<file path="config.mk">
export PLATFORM = sky130hd
export DESIGN_NAME = adccr_top
export DESIGN_NICKNAME = d
export VERILOG_FILES = /design/src/rtl/adccr_pkg.sv /design/src/rtl/adccr_conv_if.sv /design/src/rtl/adccr_conv_core.sv /design/src/rtl/adccr_top.sv
export SDC_FILE = /design/constraint.sdc
export NUM_CORES = 1
export LEC_CHECK = 0
export BUFFER_PORTS_ARGS = -buffer_cell sky130_fd_sc_hd__buf_2
export CAP_MARGIN = 20
export CORE_UTILIZATION = 45
export CTS_CLUSTER_DIAMETER = 60
export DETAILED_ROUTE_END_ITERATION = 8
export PLACE_DENSITY = 0.76
export SYNTH_ARGS = -nofsm -noshare
export SYNTH_HDL_FRONTEND = slang
export SYNTH_SLANG_ARGS = --single-unit
</file>
<file path="constraint.sdc">
create_clock -name clk -period 4.6 [get_ports clk]
set_input_delay 0 -clock clk [delete_from_list [all_inputs] [get_ports clk]]
set_output_delay 0 -clock clk [all_outputs]
set_load 0.05 [all_outputs]
</file>
<file path="src/rtl/adccr_pkg.sv">
/*
 * constants, field layout and state types of the converter control block.
 * assumes a 32-bit axi4-lite register bus and one 50 MHz system clock.
 */
package adccr_pkg;
	localparam int unsigned RES_W = 12;
	localparam int unsigned ADDR_W = 8;
	localparam int unsigned CLK_MHZ = 50;

	// register byte addresses
	localparam logic [7:0] OFS_CONV_CONTROL = 8'h00;
	localparam logic [7:0] OFS_SOURCE_CLOCK_SELECT = 8'h04;
	localparam logic [7:0] OFS_REFERENCE_SELECT = 8'h08;
	localparam logic [7:0] OFS_RESULT_LOW_BYTE = 8'h0c;
	localparam logic [7:0] OFS_RESULT_HIGH_BYTE = 8'h10;
	localparam logic [7:0] OFS_PORT_A_PIN_SHARE = 8'h14;

	// conv_control fields
	localparam int unsigned CTRL_START = 7;
	localparam int unsigned CTRL_BUSY = 6;
	localparam int unsigned CTRL_ENABLE = 5;
	localparam int unsigned CTRL_ALIGN = 4;
	localparam int unsigned CTRL_CHAN_LSB = 0;
	// source_clock_select fields
	localparam int unsigned SRC_SEL_LSB = 5;
	localparam int unsigned CLK_SEL_LSB = 0;
	// reference_select fields
	localparam int unsigned REF_AMP_EN = 7;
	localparam int unsigned REF_BG_EN = 6;
	localparam int unsigned REF_SEL_LSB = 0;
	// port_a_pin_share fields
	localparam int unsigned PIN_ANALOG_LSB = 0;
	localparam int unsigned PIN_REF_LO = 4;
	localparam int unsigned PIN_REF_HI = 5;

	// writable bits; the rest read as zero, apart from the conv_control busy bit
	localparam logic [7:0] CTRL_WMASK = 8'hb3;
	localparam logic [7:0] SRCCLK_WMASK = 8'he7;
	localparam logic [7:0] REF_WMASK = 8'hcf;
	localparam logic [7:0] PIN_WMASK = 8'h3f;
	localparam logic [7:0] REG_RESET = 8'h00;

	localparam logic [4:0] SAMPLE_TICKS = 5'h04;
	localparam logic [4:0] CONV_TICKS = 5'h10;

	localparam logic [1:0] RESP_OKAY = 2'h0;
	localparam logic [1:0] RESP_SLVERR = 2'h2;

	typedef enum logic [1:0] {
		ADCCR_IDLE,
		ADCCR_SAMPLE,
		ADCCR_CONVERT
	} adccr_phase_t;

	typedef struct packed {
		adccr_phase_t phase;
		logic [4:0] tickCnt;
		logic [4:0] tickSeen;
		logic [RES_W-1:0] result;
		logic done;
	} adccr_core_t;

	typedef struct packed {
		logic awready;
		logic bvalid;
		logic [1:0] bresp;
		logic arready;
		logic rvalid;
		logic [31:0] rdata;
		logic [1:0] rresp;
		logic [7:0] ctrlReg;
		logic [7:0] srcClkReg;
		logic [7:0] refReg;
		logic [7:0] pinReg;
		logic [7:0] snapSrcClk;
		logic [1:0] snapChan;
		logic [6:0] divCnt;
		logic tick;
		logic startPulse;
		logic abortPulse;
		logic [RES_W-1:0] sampleMeta;
		logic [RES_W-1:0] sampleSync;
		logic [1:0] analogChan;
		logic extChanUsed;
		logic [2:0] internalSrc;
		logic [3:0] refSrc;
		logic ampInputBandgap;
		logic ampEnable;
		logic bgBufEnable;
		logic [3:0] analogPinMode;
		logic refPinInput;
		logic sampling;
		logic doneIrq;
	} adccr_top_t;
endpackage : adccr_pkg

</file>
<file path="src/rtl/adccr_conv_if.sv">
/*
 * link between the register side and the conversion sequencer.
 * assumes both ends run on the same system clock.
 */
`timescale 1ns/1ns
interface adccr_conv_if;
	logic tick;
	logic startPulse;
	logic abortPulse;
	logic [adccr_pkg::RES_W-1:0] sample;
	logic busy;
	logic sampling;
	logic donePulse;
	logic [adccr_pkg::RES_W-1:0] result;

	modport ctrl (
		output tick,
		output startPulse,
		output abortPulse,
		output sample,
		input busy,
		input sampling,
		input donePulse,
		input result
	);
	modport core (
		input tick,
		input startPulse,
		input abortPulse,
		input sample,
		output busy,
		output sampling,
		output donePulse,
		output result
	);
endinterface : adccr_conv_if

</file>
<file path="src/rtl/adccr_conv_core.sv">
/*
 * conversion sequencer with the analog core stub: counts converter clock ticks
 * through sampling and conversion and latches the sample at the end.
 * assumes tick is a one-cycle enable at the converter clock rate.
 */
`timescale 1ns/1ns
module adccr_conv_core (
	input wire logic clk,
	input wire logic rst_n,
	adccr_conv_if.core cv
);
	adccr_pkg::adccr_core_t q;
	adccr_pkg::adccr_core_t d;

	always_comb
	begin
		d = q;
		d.done = 1'b0;
		if (cv.abortPulse)
		begin
			d.phase = adccr_pkg::ADCCR_IDLE;
			d.tickCnt = 5'h00;
		end
		else if (cv.startPulse)
		begin
			d.phase = adccr_pkg::ADCCR_SAMPLE;
			d.tickCnt = 5'h00;
			d.tickSeen = 5'h00;
		end
		else if (cv.tick)
		begin
			case (q.phase)
				adccr_pkg::ADCCR_IDLE:
				begin
					d.tickCnt = 5'h00;
				end
				adccr_pkg::ADCCR_SAMPLE:
				begin
					d.tickCnt = 5'(q.tickCnt + 5'h01);
					d.tickSeen = 5'(q.tickSeen + 5'h01);
					if (q.tickCnt == 5'(adccr_pkg::SAMPLE_TICKS - 5'h01))
						d.phase = adccr_pkg::ADCCR_CONVERT;
				end
				adccr_pkg::ADCCR_CONVERT:
				begin
					d.tickCnt = 5'(q.tickCnt + 5'h01);
					d.tickSeen = 5'(q.tickSeen + 5'h01);
					if (q.tickCnt == 5'(adccr_pkg::CONV_TICKS - 5'h01))
					begin
						// stub core: the sample stands for the converted code
						d.phase = adccr_pkg::ADCCR_IDLE;
						d.result = cv.sample;
						d.done = 1'b1;
					end
				end
				default:
				begin
					d.phase = adccr_pkg::ADCCR_IDLE;
				end
			endcase
		end
	end

	always_ff @(posedge clk)
	begin
		if (!rst_n)
			q <= '0;
		else
			q <= d;
	end

	assign cv.busy = (q.phase != adccr_pkg::ADCCR_IDLE);
	assign cv.sampling = (q.phase == adccr_pkg::ADCCR_SAMPLE);
	assign cv.donePulse = q.done;
	assign cv.result = q.result;
endmodule : adccr_conv_core

</file>
<file path="src/rtl/adccr_top.sv">
/*
 * register file, clock divider and source routing around a 12-bit converter,
 * reached over axi4-lite.
 * assumes a single-outstanding axi4-lite master and the analog sample input
 * arriving from outside the clock domain.
 */
`timescale 1ns/1ns
module adccr_top (
	input wire logic clk,
	input wire logic rst_n,
	input wire logic [adccr_pkg::ADDR_W-1:0] s_axi_awaddr,
	input wire logic s_axi_awvalid,
	output logic s_axi_awready,
	input wire logic [31:0] s_axi_wdata,
	input wire logic [3:0] s_axi_wstrb,
	input wire logic s_axi_wvalid,
	output logic s_axi_wready,
	output logic [1:0] s_axi_bresp,
	output logic s_axi_bvalid,
	input wire logic s_axi_bready,
	input wire logic [adccr_pkg::ADDR_W-1:0] s_axi_araddr,
	input wire logic s_axi_arvalid,
	output logic s_axi_arready,
	output logic [31:0] s_axi_rdata,
	output logic [1:0] s_axi_rresp,
	output logic s_axi_rvalid,
	input wire logic s_axi_rready,
	input wire logic [adccr_pkg::RES_W-1:0] analogSample,
	output logic convClock,
	output logic converterEnable,
	output logic [1:0] analogChanSel,
	output logic extChannelUsed,
	output logic [2:0] internalSourceSel,
	output logic [3:0] refSourceSel,
	output logic ampInputBandgap,
	output logic ampEnable,
	output logic bandgapBufferEnable,
	output logic [3:0] analogPinMode,
	output logic [3:0] pullHighDisable,
	output logic refPinInput,
	output logic convSampling,
	output logic convDoneIrq
);
	adccr_pkg::adccr_top_t q;
	adccr_pkg::adccr_top_t d;
	adccr_conv_if cv ();

	// result byte layout for the chosen alignment
	function automatic logic [7:0] fmtResult(
		input logic align,
		input logic [adccr_pkg::RES_W-1:0] res,
		input logic highByte
	);
		logic [7:0] b;
		b = 8'h00;
		if (!align)
			b = highByte ? res[11:4] : {res[3:0], 4'h0};
		else
			b = highByte ? {4'h0, res[11:8]} : res[7:0];
		return b;
	endfunction : fmtResult

	// code 100 acts as 000
	function automatic logic [2:0] normSrc(input logic [2:0] code);
		return (code == 3'h4) ? 3'h0 : code;
	endfunction : normSrc

	// 1001 and unlisted codes fall back to the supply reference
	function automatic logic [3:0] normRef(input logic [3:0] code);
		logic [3:0] r;
		r = 4'h0;
		if (code <= 4'h4 || (code >= 4'ha && code <= 4'hc))
			r = code;
		return r;
	endfunction : normRef

	function automatic logic [6:0] divLimit(input logic [2:0] sel);
		return 7'((8'h01 << sel) - 8'h01);
	endfunction : divLimit

	function automatic logic [7:0] readReg(
		input adccr_pkg::adccr_top_t s,
		input logic busy,
		input logic [adccr_pkg::RES_W-1:0] res,
		input logic [7:0] addr
	);
		logic [7:0] v;
		v = 8'h00;
		case (addr)
			adccr_pkg::OFS_CONV_CONTROL:
			begin
				v = s.ctrlReg;
				v[adccr_pkg::CTRL_BUSY] = busy;
			end
			adccr_pkg::OFS_SOURCE_CLOCK_SELECT: v = s.srcClkReg;
			adccr_pkg::OFS_REFERENCE_SELECT: v = s.refReg;
			adccr_pkg::OFS_RESULT_LOW_BYTE:
				v = fmtResult(s.ctrlReg[adccr_pkg::CTRL_ALIGN], res, 1'b0);
			adccr_pkg::OFS_RESULT_HIGH_BYTE:
				v = fmtResult(s.ctrlReg[adccr_pkg::CTRL_ALIGN], res, 1'b1);
			adccr_pkg::OFS_PORT_A_PIN_SHARE: v = s.pinReg;
			default: v = 8'h00;
		endcase
		return v;
	endfunction : readReg

	function automatic logic isMapped(input logic [7:0] addr);
		return addr == adccr_pkg::OFS_CONV_CONTROL || addr == adccr_pkg::OFS_SOURCE_CLOCK_SELECT
			|| addr == adccr_pkg::OFS_REFERENCE_SELECT || addr == adccr_pkg::OFS_RESULT_LOW_BYTE
			|| addr == adccr_pkg::OFS_RESULT_HIGH_BYTE || addr == adccr_pkg::OFS_PORT_A_PIN_SHARE;
	endfunction : isMapped

	always_comb
	begin
		logic [7:0] newCtrl;
		logic oldStart;
		logic oldEnable;
		logic [2:0] src;
		newCtrl = 8'h00;
		oldStart = q.ctrlReg[adccr_pkg::CTRL_START];
		oldEnable = q.ctrlReg[adccr_pkg::CTRL_ENABLE];
		src = 3'h0;
		d = q;
		d.startPulse = 1'b0;
		d.abortPulse = 1'b0;
		d.awready = 1'b0;
		d.arready = 1'b0;

		// sample crosses in from the analog side
		d.sampleMeta = analogSample;
		d.sampleSync = q.sampleMeta;

		// write channel: address and data taken together
		if (q.bvalid && s_axi_bready)
			d.bvalid = 1'b0;
		if (q.awready && s_axi_awvalid && s_axi_wvalid)
		begin
			d.bvalid = 1'b1;
			d.bresp = isMapped(s_axi_awaddr) ? adccr_pkg::RESP_OKAY : adccr_pkg::RESP_SLVERR;
			if (s_axi_wstrb[0])
			begin
				case (s_axi_awaddr)
					adccr_pkg::OFS_CONV_CONTROL:
					begin
						newCtrl = s_axi_wdata[7:0] & adccr_pkg::CTRL_WMASK;
						d.ctrlReg = newCtrl;
						if (!oldStart && newCtrl[adccr_pkg::CTRL_START])
							d.abortPulse = 1'b1;
						else if (oldStart && !newCtrl[adccr_pkg::CTRL_START]
							&& newCtrl[adccr_pkg::CTRL_ENABLE])
							d.startPulse = 1'b1;
						// disabling stops a conversion but leaves the result
						if (oldEnable && !newCtrl[adccr_pkg::CTRL_ENABLE])
							d.abortPulse = 1'b1;
					end
					adccr_pkg::OFS_SOURCE_CLOCK_SELECT:
						d.srcClkReg = s_axi_wdata[7:0] & adccr_pkg::SRCCLK_WMASK;
					adccr_pkg::OFS_REFERENCE_SELECT:
						d.refReg = s_axi_wdata[7:0] & adccr_pkg::REF_WMASK;
					adccr_pkg::OFS_PORT_A_PIN_SHARE:
						d.pinReg = s_axi_wdata[7:0] & adccr_pkg::PIN_WMASK;
					default:
					begin
						d.pinReg = q.pinReg;
					end
				endcase
			end
		end
		else if (!q.awready && !q.bvalid && s_axi_awvalid && s_axi_wvalid)
			d.awready = 1'b1;

		// read channel
		if (q.rvalid && s_axi_rready)
			d.rvalid = 1'b0;
		if (q.arready && s_axi_arvalid)
		begin
			d.rvalid = 1'b1;
			d.rdata = {24'h000000, readReg(q, cv.busy, cv.result, s_axi_araddr)};
			d.rresp = isMapped(s_axi_araddr) ? adccr_pkg::RESP_OKAY : adccr_pkg::RESP_SLVERR;
		end
		else if (!q.arready && !q.rvalid && s_axi_arvalid)
			d.arready = 1'b1;

		// source, clock and channel settings freeze while busy so later writes apply next time
		if (!cv.busy && !q.startPulse)
		begin
			d.snapSrcClk = q.srcClkReg;
			d.snapChan = q.ctrlReg[1:0];
		end

		// converter clock enable, restarted with every conversion
		d.tick = 1'b0;
		if (q.startPulse || !q.ctrlReg[adccr_pkg::CTRL_ENABLE])
			d.divCnt = 7'h00;
		else if (q.divCnt >= divLimit(q.snapSrcClk[2:0]))
		begin
			d.divCnt = 7'h00;
			d.tick = 1'b1;
		end
		else
			d.divCnt = 7'(q.divCnt + 7'h01);

		src = normSrc(q.snapSrcClk[7:5]);
		d.internalSrc = src;
		d.extChanUsed = (src == 3'h0);
		d.analogChan = q.snapChan;
		d.refSrc = normRef(q.refReg[3:0]);
		d.ampInputBandgap = q.refReg[3];
		d.ampEnable = q.refReg[adccr_pkg::REF_AMP_EN];
		d.bgBufEnable = q.refReg[adccr_pkg::REF_BG_EN];
		d.analogPinMode = q.pinReg[3:0];
		d.refPinInput = q.pinReg[adccr_pkg::PIN_REF_HI] && !q.pinReg[adccr_pkg::PIN_REF_LO];
		d.sampling = cv.sampling;
		d.doneIrq = cv.donePulse;
	end

	always_ff @(posedge clk)
	begin
		if (!rst_n)
			q <= '0;
		else
			q <= d;
	end

	assign cv.tick = q.tick;
	assign cv.startPulse = q.startPulse;
	assign cv.abortPulse = q.abortPulse;
	assign cv.sample = q.sampleSync;

	adccr_conv_core u_core (
		.clk(clk),
		.rst_n(rst_n),
		.cv(cv)
	);

	assign s_axi_awready = q.awready;
	assign s_axi_wready = q.awready;
	assign s_axi_bvalid = q.bvalid;
	assign s_axi_bresp = q.bresp;
	assign s_axi_arready = q.arready;
	assign s_axi_rvalid = q.rvalid;
	assign s_axi_rdata = q.rdata;
	assign s_axi_rresp = q.rresp;
	assign convClock = q.tick;
	assign converterEnable = q.ctrlReg[adccr_pkg::CTRL_ENABLE];
	assign analogChanSel = q.analogChan;
	assign extChannelUsed = q.extChanUsed;
	assign internalSourceSel = q.internalSrc;
	assign refSourceSel = q.refSrc;
	assign ampInputBandgap = q.ampInputBandgap;
	assign ampEnable = q.ampEnable;
	assign bandgapBufferEnable = q.bgBufEnable;
	assign analogPinMode = q.analogPinMode;
	assign pullHighDisable = q.analogPinMode;
	assign refPinInput = q.refPinInput;
	assign convSampling = q.sampling;
	assign convDoneIrq = q.doneIrq;
endmodule : adccr_top

</file>
# Word-level counts from Yosys, hierarchy flattened
# Cells that the tools add are included.
# W data, S select, Z words.
[word_totals]
regBits = 126
wordCells = 169
out_inout_bits = 67
[classes]
eq_ne = 20
muxes = 25
n_bitwise = 9
order_cmp = 4
shift = 1
add_sub_neg = 4
n_reduce_logical = 70
[ops]
columns = ["op", "n"]
rows = [
  ["$pmux W8 S6", 1],
  ["$mux W35", 1],
  ["$eq A8 B4 Y1 const B", 4],
  ["$eq A8 B5 Y1 const B", 4],
  ["$mux W13", 2],
  ["$mux W24", 1],
  ["$logic_and A1 B1 Y1", 17],
  ["$eq A8 B3 Y1 const B", 2],
  ["$logic_not A8 Y1", 2],
  ["$mux W8", 2],
  ["$reduce_and A3 Y1", 5],
  ["$logic_or A1 B1 Y1", 12],
  ["$reduce_and A4 Y1", 3],
  ["$reduce_bool A2 Y1", 6],
  ["$logic_not A1 Y1", 11],
  ["$mux W11", 1],
  ["$add A5 B1 Y5 const B", 2],
  ["$pmux W5 S2", 1],
  ["$reduce_or A2 Y1", 5],
  ["$reduce_or A5 Y1", 2],
  ["$not A1 Y1", 9],
  ["$mux W1", 8],
  ["$mux W2", 4],
  ["$add A7 B1 Y7 const B", 1],
  ["22 further kinds", 27],
]

# Depth between registers and ports, before layout
# Gate-level depths: netlist of run 1.
[logic_depth]
depth_word = 8
ltp_mapped = 13
ltp_nobuf = 12

# Cells and area by module
# Synthesis of run 1 repeated with hierarchy kept, for this count alone.
[unflattened]
hier_cells = 578
hier_area_um2 = 5466.5
[modules_own_cells]
columns = ["mod", "area_each_um2", "cells_each", "instances"]
rows = [
  ["adccr_top", 4425.5, 463, 1],
  ["adccr_conv_core", 1041.0, 115, 1],
]

# Least setup slack after synthesis of run 1
# No wires, ideal clock.
[synth_path]
path_type = "reg-to-reg"
startpoint = "register q[56] (netlist bit)"
endpoint = "register q[49] (netlist bit)"
t_arrival_ns = 2.568
n_path_buf = 2
synth_period_minus_slack_ns = 2.634
path_stages_with_launch = 14
t_required_ns = 4.535
setup_ns = 0.065
setup_slack_ns = 1.966
cell_sequence = "dfxtp_1 > clkbuf_1 > or3_1 > ha_1 > clkbuf_1 > nor3_1 > a21o_1 > a21oi_1 > ha_1 > a21o_1 > a21o_1 > a211oi_1 > o21ai_1 > nor2_1"
[synth_via]
elab_chain_cells = 4
[synth_rtl]
columns = ["item", "line_no", "text"]
rows = [
  ["from (decl)", "adccr_top.sv:44", "adccr_pkg::adccr_top_t q;"],
  ["from (signal assigned)", "adccr_top.sv:220", "q <= '0;"],
  ["from (signal assigned)", "adccr_top.sv:222", "q <= d;"],
  ["$shl A1 B3 Y7", "adccr_top.sv:78", "return 7'((8'h01 << sel) - 8'h01);"],
  ["$sub A7 B1 Y7", "adccr_top.sv:78", ""],
  ["$ge A7 B7 Y1", "adccr_top.sv:195", "else if (q.divCnt >= divLimit(q.snapSrcClk[2:0]))"],
  ["$reduce_or A3 Y1 (no line)", "-", ""],
]
# No other way between the ends.
# A chain may end at the register's enable or synchronous reset.

# Worst setup path after layout of run 1
# Same ends and word-level chain as after synthesis.

==> metrics.cfg, run 1 <==
[floorplanning]
rows=39
die-area_mm2=0.0123
core_area_mm2=0.0115
die_h_um=111
die-width_um=111
start_util=0.465
ioPinCount=138

[routing]
highest_layer=met4
wl_met3_um=590
vias_per_cell=4.99
routed-via-count=3944
drc=0
wl_per_cell_um=14.1
final_antenna_net_count=0
drt_iter0_markers=341
met1_length_um=4770
wirelength_um=11100
wl_met2_um=5560
dr.pass1.iters=4

[run]
maxCapViolCount=0

[clocking]
cts_made_buffers=17
clock_path_buffers=2
clkTransAtPathRegs_ns=0.05
htreeDepth=4
clockRootBuffer=clkbuf_16
cts.sink_count=119
clk_latency_ns=0.42
cts_setup_buffers=0
cts_tree=done
cts_repair_resize_count=0

[grt]
grt_pass1_wl_um=18200
grt_pass1_vias=3780
grt_overflow=0
antenna_found_initial=0
grt_util_all_layers=0.189
grt_max_degree=100

[timing]
fin_crit_ns=2.74
setup-violations-final=0
finalClockSkew_ns=0.00812
timing_hold_violations_final=0
finalCritPeriodShare=0.596
rsz0062_at_grt=false
fmax_ghz=0.365
maxSlewViolCount=0
setup-tns-final_ns=0
max_slew.worst_pin.slew_ns=0.962
slew_headroom=0.352

[setup_path]
path_buf_inv=0
regToRegStartpoint=q[56]
crit_type=reg2reg
r2r_end=q[49]
arrival_ns=3.09
crit_chain=or3_1 -> ha_1 -> nor3_1 -> a21o_1 -> a21oi_1 -> ha_1 -> a21o_1 -> a21o_1 -> a211oi_1 -> o21ai_1 -> nor2_1
cp_max_fo=7
critical-path-top-delay-family=compound AO/OA/AOI/OAI gates
max_stage_delay_ns=0.43
cp-endpoint=q[49]
critical-path-slowest-cell=or3_1
cp-end-kind=flop
r2r_slack_ns=1.86
required_ns=4.94
crit_path_start_kind=flop
cp.depth=11
reg2reg_depth=11
critical_path.startpoint=q[56]
crit_path_frequent_cell=a21o_1

[logic_synthesis]
syn_inst=553
ys_warn_count=0
synthFlopType=dfxtp_1
synth_seq_cells=119
ys_seq_area_frac=0.446
synth_cell_types=52
synth-edff-count=0
synth_area_mm2=0.00534
avgSynthCellArea_um2=9.65
synthArstFlopShare=0

[final_layout]
ff_latch_area_mm2=0.00238
final_cell_mix=dfxtp_1 (119), buf_2 (84), mux2i_1 (40), and2_1 (40), nor2b_1 (39)
final_util=0.563
drive_gt1_frac=0.199
final_common_cell=dfxtp_1
nFillCells=983
area_growth_pct=21.0
fin_cells=791
multi_input_area_mm2=0.00249
fin_nets=724
diodes=0

[hold_path]
hold_class=in2reg
hp-start=s_axi_araddr[3]

[placed_design]
place_hpwl_um=7660
gp_congestion=0.861
placed_cells=728
io_buffers=84

[power_and_ir_drop]
max-vdd-ir-drop_v=0.000237
p_leak_uw=0.00265
cellPowerDensity_mw_per_mm2=389

[status]
run_status=finished clean

tightest hold or removal path: stages:
cell	delay (ns)
buf_2	0.19
nand4_1	0.10
a31oi_1	0.08
flip-flops by register name (all words and copies together) (netlist names), 2 cells and up:
signal / count
q: 28
d: 21
cv.sample: 12
u_core.cv.result: 12
s_axi_rdata: 8
u_core.q: 7
analogPinMode: 4
refSourceSel: 4
internalSourceSel: 3
analogChanSel: 2
synth_stat cells, types with 5 or more instances:
library cell / number / area [um^2]
and3_1: 9 / 56.3
nor2_1: 27 / 101
clkbuf_1: 23 / 86.3
and2_1: 40 / 250
nor2b_1: 39 / 244
nand3_1: 15 / 75.1
mux2_2: 5 / 56.3
nor3_1: 5 / 25.0
a21oi_1: 13 / 65.1
ha_1: 15 / 188
buf_4: 54 / 405
o21ai_0: 15 / 75.1
dfxtp_1: 119 / 2380
nand2b_1: 8 / 50.1
a21boi_0: 11 / 82.6
mux2i_1: 40 / 400
nand2_1: 31 / 116
nand4_1: 7 / 43.8
inv_1: 13 / 48.8
xor2_1: 7 / 61.3
layout make-up:
| type | count | share of cell area |
|---|---|---|
| multi-input combinational | 367 | 0.386 |
| sequential | 119 | 0.369 |
| timing repair buffer | 120 | 0.119 |
| clock buffer | 20 | 0.0707 |
| tap | 143 | 0.0277 |
| clock inverter | 9 | 0.0198 |
| inverter | 13 | 0.00756 |
layer usage:
layer / global-route usage / up-vias
met5: 0 / -
met1: 0.220 / 1834
met2: 0.321 / 120
met3: 0.0585 / 21
li1: - / 1969
met4: 0.0800 / 0
where the power goes:
part           internal [uW]  total (uW)  leakage, uW  switching (uW)
Clock                    865        1310     0.000280             440
Combinational           52.0         159      0.00140             107
Sequential              1050        1050     0.000965            4.50
Total                   1960        2510      0.00265             552
worst min path at each step:
stage	slack (ns)	endpoint	depth (start not counted)
2_1_floorplan	0.08	cv.startPulse	1
3_3_place_gp	0.21	d[22]	2
3_5_place_dp	0.21	d[25]	2
4_1_cts	0.007	s_axi_rdata[5]	3
5_1_grt	0.04	s_axi_rdata[5]	3
6_report	0.02	s_axi_rdata[5]	3
metrics by stage:
stage | hold WS [ns] | setup WS, ns | area (um^2) | total power [uW]
2_1_floorplan | 0.0766 | 1.97 | 5430 | 1190
3_3_place_gp | 0.207 | 1.98 | 5540 | 1210
3_5_place_dp | 0.208 | 1.84 | 5540 | 1210
4_1_cts | 0.00687 | 1.83 | 6450 | 2540
5_1_grt | 0.0410 | 1.61 | 6460 | 2600
6_report | 0.0151 | 1.86 | 6460 | 2510
kinds of logic after synthesis:
group,after synthesis,share of synthesized area
AO/OA/AOI/OAI,66,0.0809
XOR/XNOR,10,0.0164
adder cells (fa/ha/maj),15,0.0352
buffers and inverters,92,0.104
flip-flops,119,0.446
multiplexers,47,0.0940
other,1,0.000703
AND/OR/NAND/NOR,203,0.222
repair_timing:
action,CTS,global route
setup endpoints to repair,0,0
hold buffers,33,0
hold endpoints to repair,52,0
No activity file was read; power rests on OpenSTA's default activity.
==> run 2: changes to the inputs <==
--- a/config.mk
+++ b/config.mk
@@ -10,7 +10,7 @@
 export CORE_UTILIZATION = 45
 export CTS_CLUSTER_DIAMETER = 60
 export DETAILED_ROUTE_END_ITERATION = 8
-export PLACE_DENSITY = 0.76
+export PLACE_DENSITY = 0.78
 export SYNTH_ARGS = -nofsm -noshare
 export SYNTH_HDL_FRONTEND = slang
 export SYNTH_SLANG_ARGS = --single-unit
==> constraint.sdc (replaced) <==
create_clock -name clk -period 2.5 [get_ports clk]
set_input_delay 0 -clock clk [delete_from_list [all_inputs] [get_ports clk]]
set_output_delay 0 -clock clk [all_outputs]
set_load 0.05 [all_outputs]
==> run 2 against run 1 <==
  * Sequential power grew 84%
  * Clock skew shrank 0.0022 ns
  * Total power grew 86%
  * Flip-flop and latch count is the same
  * Final cell count grew 0.88%
  * Register-to-register slack lost 1.8 ns
  * Combinational power grew 84%
  * Clock-buffer cell count grew 1
==> metrics.cfg, run 2 (synthesis results as in run 1) <==
[clocking]
cts.sink_count=119  ; unchanged
clock_path_buffers=2  ; unchanged
clkTransAtPathRegs_ns=0.05  ; about the same
clk_latency_ns=0.41  ; about the same
htreeDepth=4  ; unchanged
clockRootBuffer=clkbuf_16
cts_tree=done
cts_made_buffers=17  ; unchanged

[final_layout]
fin_area_mm2=0.00655  ; +1.4%
largest_register_ffs=28  ; unchanged
final_cell_mix=dfxtp_1 (119), buf_2 (84), mux2i_1 (40), and2_1 (40), nor2b_1 (39)
final_util=0.571  ; +0.00797
final_common_cell=dfxtp_1
area_growth_pct=22.7
drive_gt1_frac=0.221  ; +0.0223
largest-register=q
fin_nets=730  ; +0.83%
diodes=0  ; unchanged

[timing]
slew_headroom=0.540  ; +0.188
setup_ws_ns=0.0745  ; -1.78 ns
max_slew.worst_pin.slew_ns=0.681  ; -0.282 ns
finalCritPeriodShare=0.970  ; +0.374
fin_crit_ns=2.43  ; -0.317 ns
fmax_ghz=0.412  ; +13%
timing_hold_violations_final=0  ; unchanged
setup-violations-final=0  ; unchanged
maxSlewViolCount=0  ; unchanged
rsz0062_at_grt=true
whs_ns=0.0388  ; +0.0237 ns
finalClockSkew_ns=0.00589  ; -0.00223 ns

[power_and_ir_drop]
p_switching_uw=1030  ; +86%
max-vdd-ir-drop_v=0.000528  ; +120%
share_comb_of_total_power=0.063  ; about the same
cellPowerDensity_mw_per_mm2=713  ; +83%
p_leak_uw=0.00269  ; +1.7%
p_int_uw=3640  ; +86%
p_clk_frac=0.524  ; +0.005
swShare=0.220  ; +0.000469
seqPwrFrac=0.414  ; -0.004

[setup_path]
max_stage_delay_ns=0.40  ; -0.03 ns
required_ns=2.85  ; -2.09 ns
critical-path-slowest-cell=or3_4
crit_path_start_kind=flop
crit_type=reg2reg
cp_max_fo=7  ; unchanged
arrival_ns=2.77  ; -0.32 ns
crit_chain=or3_4 -> ha_4 -> nor3_2 -> a21o_1 -> a21oi_2 -> ha_1 -> a21o_1 -> a21o_1 -> a211oi_2 -> o21ai_2 -> nor2_1
cp-end-kind=flop
crit_path_frequent_cell=a21o_1

[routing]
vias_per_cell=4.98  ; -0.20%
routed-via-count=3971  ; +0.68%
dr.pass1.iters=4  ; unchanged
drt_iter0_markers=224  ; -34%
wl_per_cell_um=14.1  ; about the same
wirelength_um=11200  ; +0.90%
drc=0  ; unchanged
final_antenna_net_count=0  ; unchanged

[grt]
grt_util_all_layers=0.193  ; +0.00332
grt_pass1_wl_um=18500  ; +1.9%
grt_overflow=0  ; unchanged
antenna_found_initial=0  ; unchanged
grt_max_degree=50  ; -50%
grt_pass1_vias=3846  ; +1.7%

[placed_design]
place_hpwl_um=7850  ; +2.4%
pre_cts_slack_ns=-0.114  ; -1.95 ns
dpl_cell_area_mm2=0.00561  ; +1.2%
io_buffers=84  ; unchanged
gp_congestion=0.854  ; -0.76%

[floorplanning]
rows=39  ; unchanged
die-area_mm2=0.0123  ; unchanged
ioPinCount=138  ; unchanged
start_util=0.465  ; unchanged
die_h_um=111  ; unchanged
core_area_mm2=0.0115  ; unchanged
die-width_um=111  ; unchanged

[status]
run_status=finished clean

[hold_path]
hold_class=in2reg

[run]
maxCapViolCount=0  ; unchanged

==> run 2: cell types whose count changed in the layout (fill, tap and decap cells not counted), sizes merged <==
cell,change
buf,+9
clkinv,+1
dlygate4sd3,-2
clkinvlp,-1
==> run 2: through the flow <==
step                cells  TNS [ns]  power (uW)
floorplan             578         0        2200
global placement      736         0        2220
detailed placement    736    -0.730        2230
CTS                   797         0        4720
global route          798    -0.135        4840
finish                798         0        4670
==> run 2: cell type report <==
| class | instances | area [um^2] |
|---|---|---|
| multi-input combinational | 367 | 2530 |
| fill | 979 | 4920 |
| inverter | 13 | 48.8 |
| clock inverter | 9 | 125 |
| sequential | 119 | 2380 |
| clock buffer | 21 | 470 |
| tap | 143 | 179 |
| timing repair buffer | 126 | 813 |
==> run 2: path summary, 6_finish.rpt <==
path                                       from              to  slack, ns  cells after the start
worst max register to register            q[58]           q[47]       0.07                     11
worst min-delay path            s_axi_araddr[2]  s_axi_rdata[5]       0.04                      3
worst min register to register            d[30]   cv.sample[10]       0.43                      1
worst max-delay path                      q[58]           q[47]       0.07                     11
==> run 2: power by group through the flow <==
stage               clock [uW]  combinational, uW  sequential, uW
finish                    2450                292            1930
global route              2590                312            1930
CTS                       2490                291            1930
detailed placement           0                256            1970
global placement             0                252            1970
floorplan                    0                216            1980
==> run 2: repair_timing <==
action | 4_1_cts | 5_1_grt
buffers inserted | 0 | 1
pin swaps | 0 | 8
hold buffers | 31 | 0
gates resized for setup | 5 | 1
setup endpoints to repair | 7 | 7
endpoints found under the hold margin | 44 | 0
==> run 2: routing by layer <==
metal  wire length (um)  GRT usage  vias to the layer above  share of wire
li1                   -          -                     1984              -
met1               4920      0.224                     1875           0.44
met5                  0          0                        -              0
met2               5590      0.322                       97           0.50
met3                528     0.0711                       15          0.047
met4                195     0.0729                        0          0.017
==> run 2: critical path: cells and delay by family (launching register included) <==
family,cells,cell delay [ns]
flops,1,0.31
simple gates,3,0.64
compound gates,6,0.93
fa+ha+maj,2,0.48
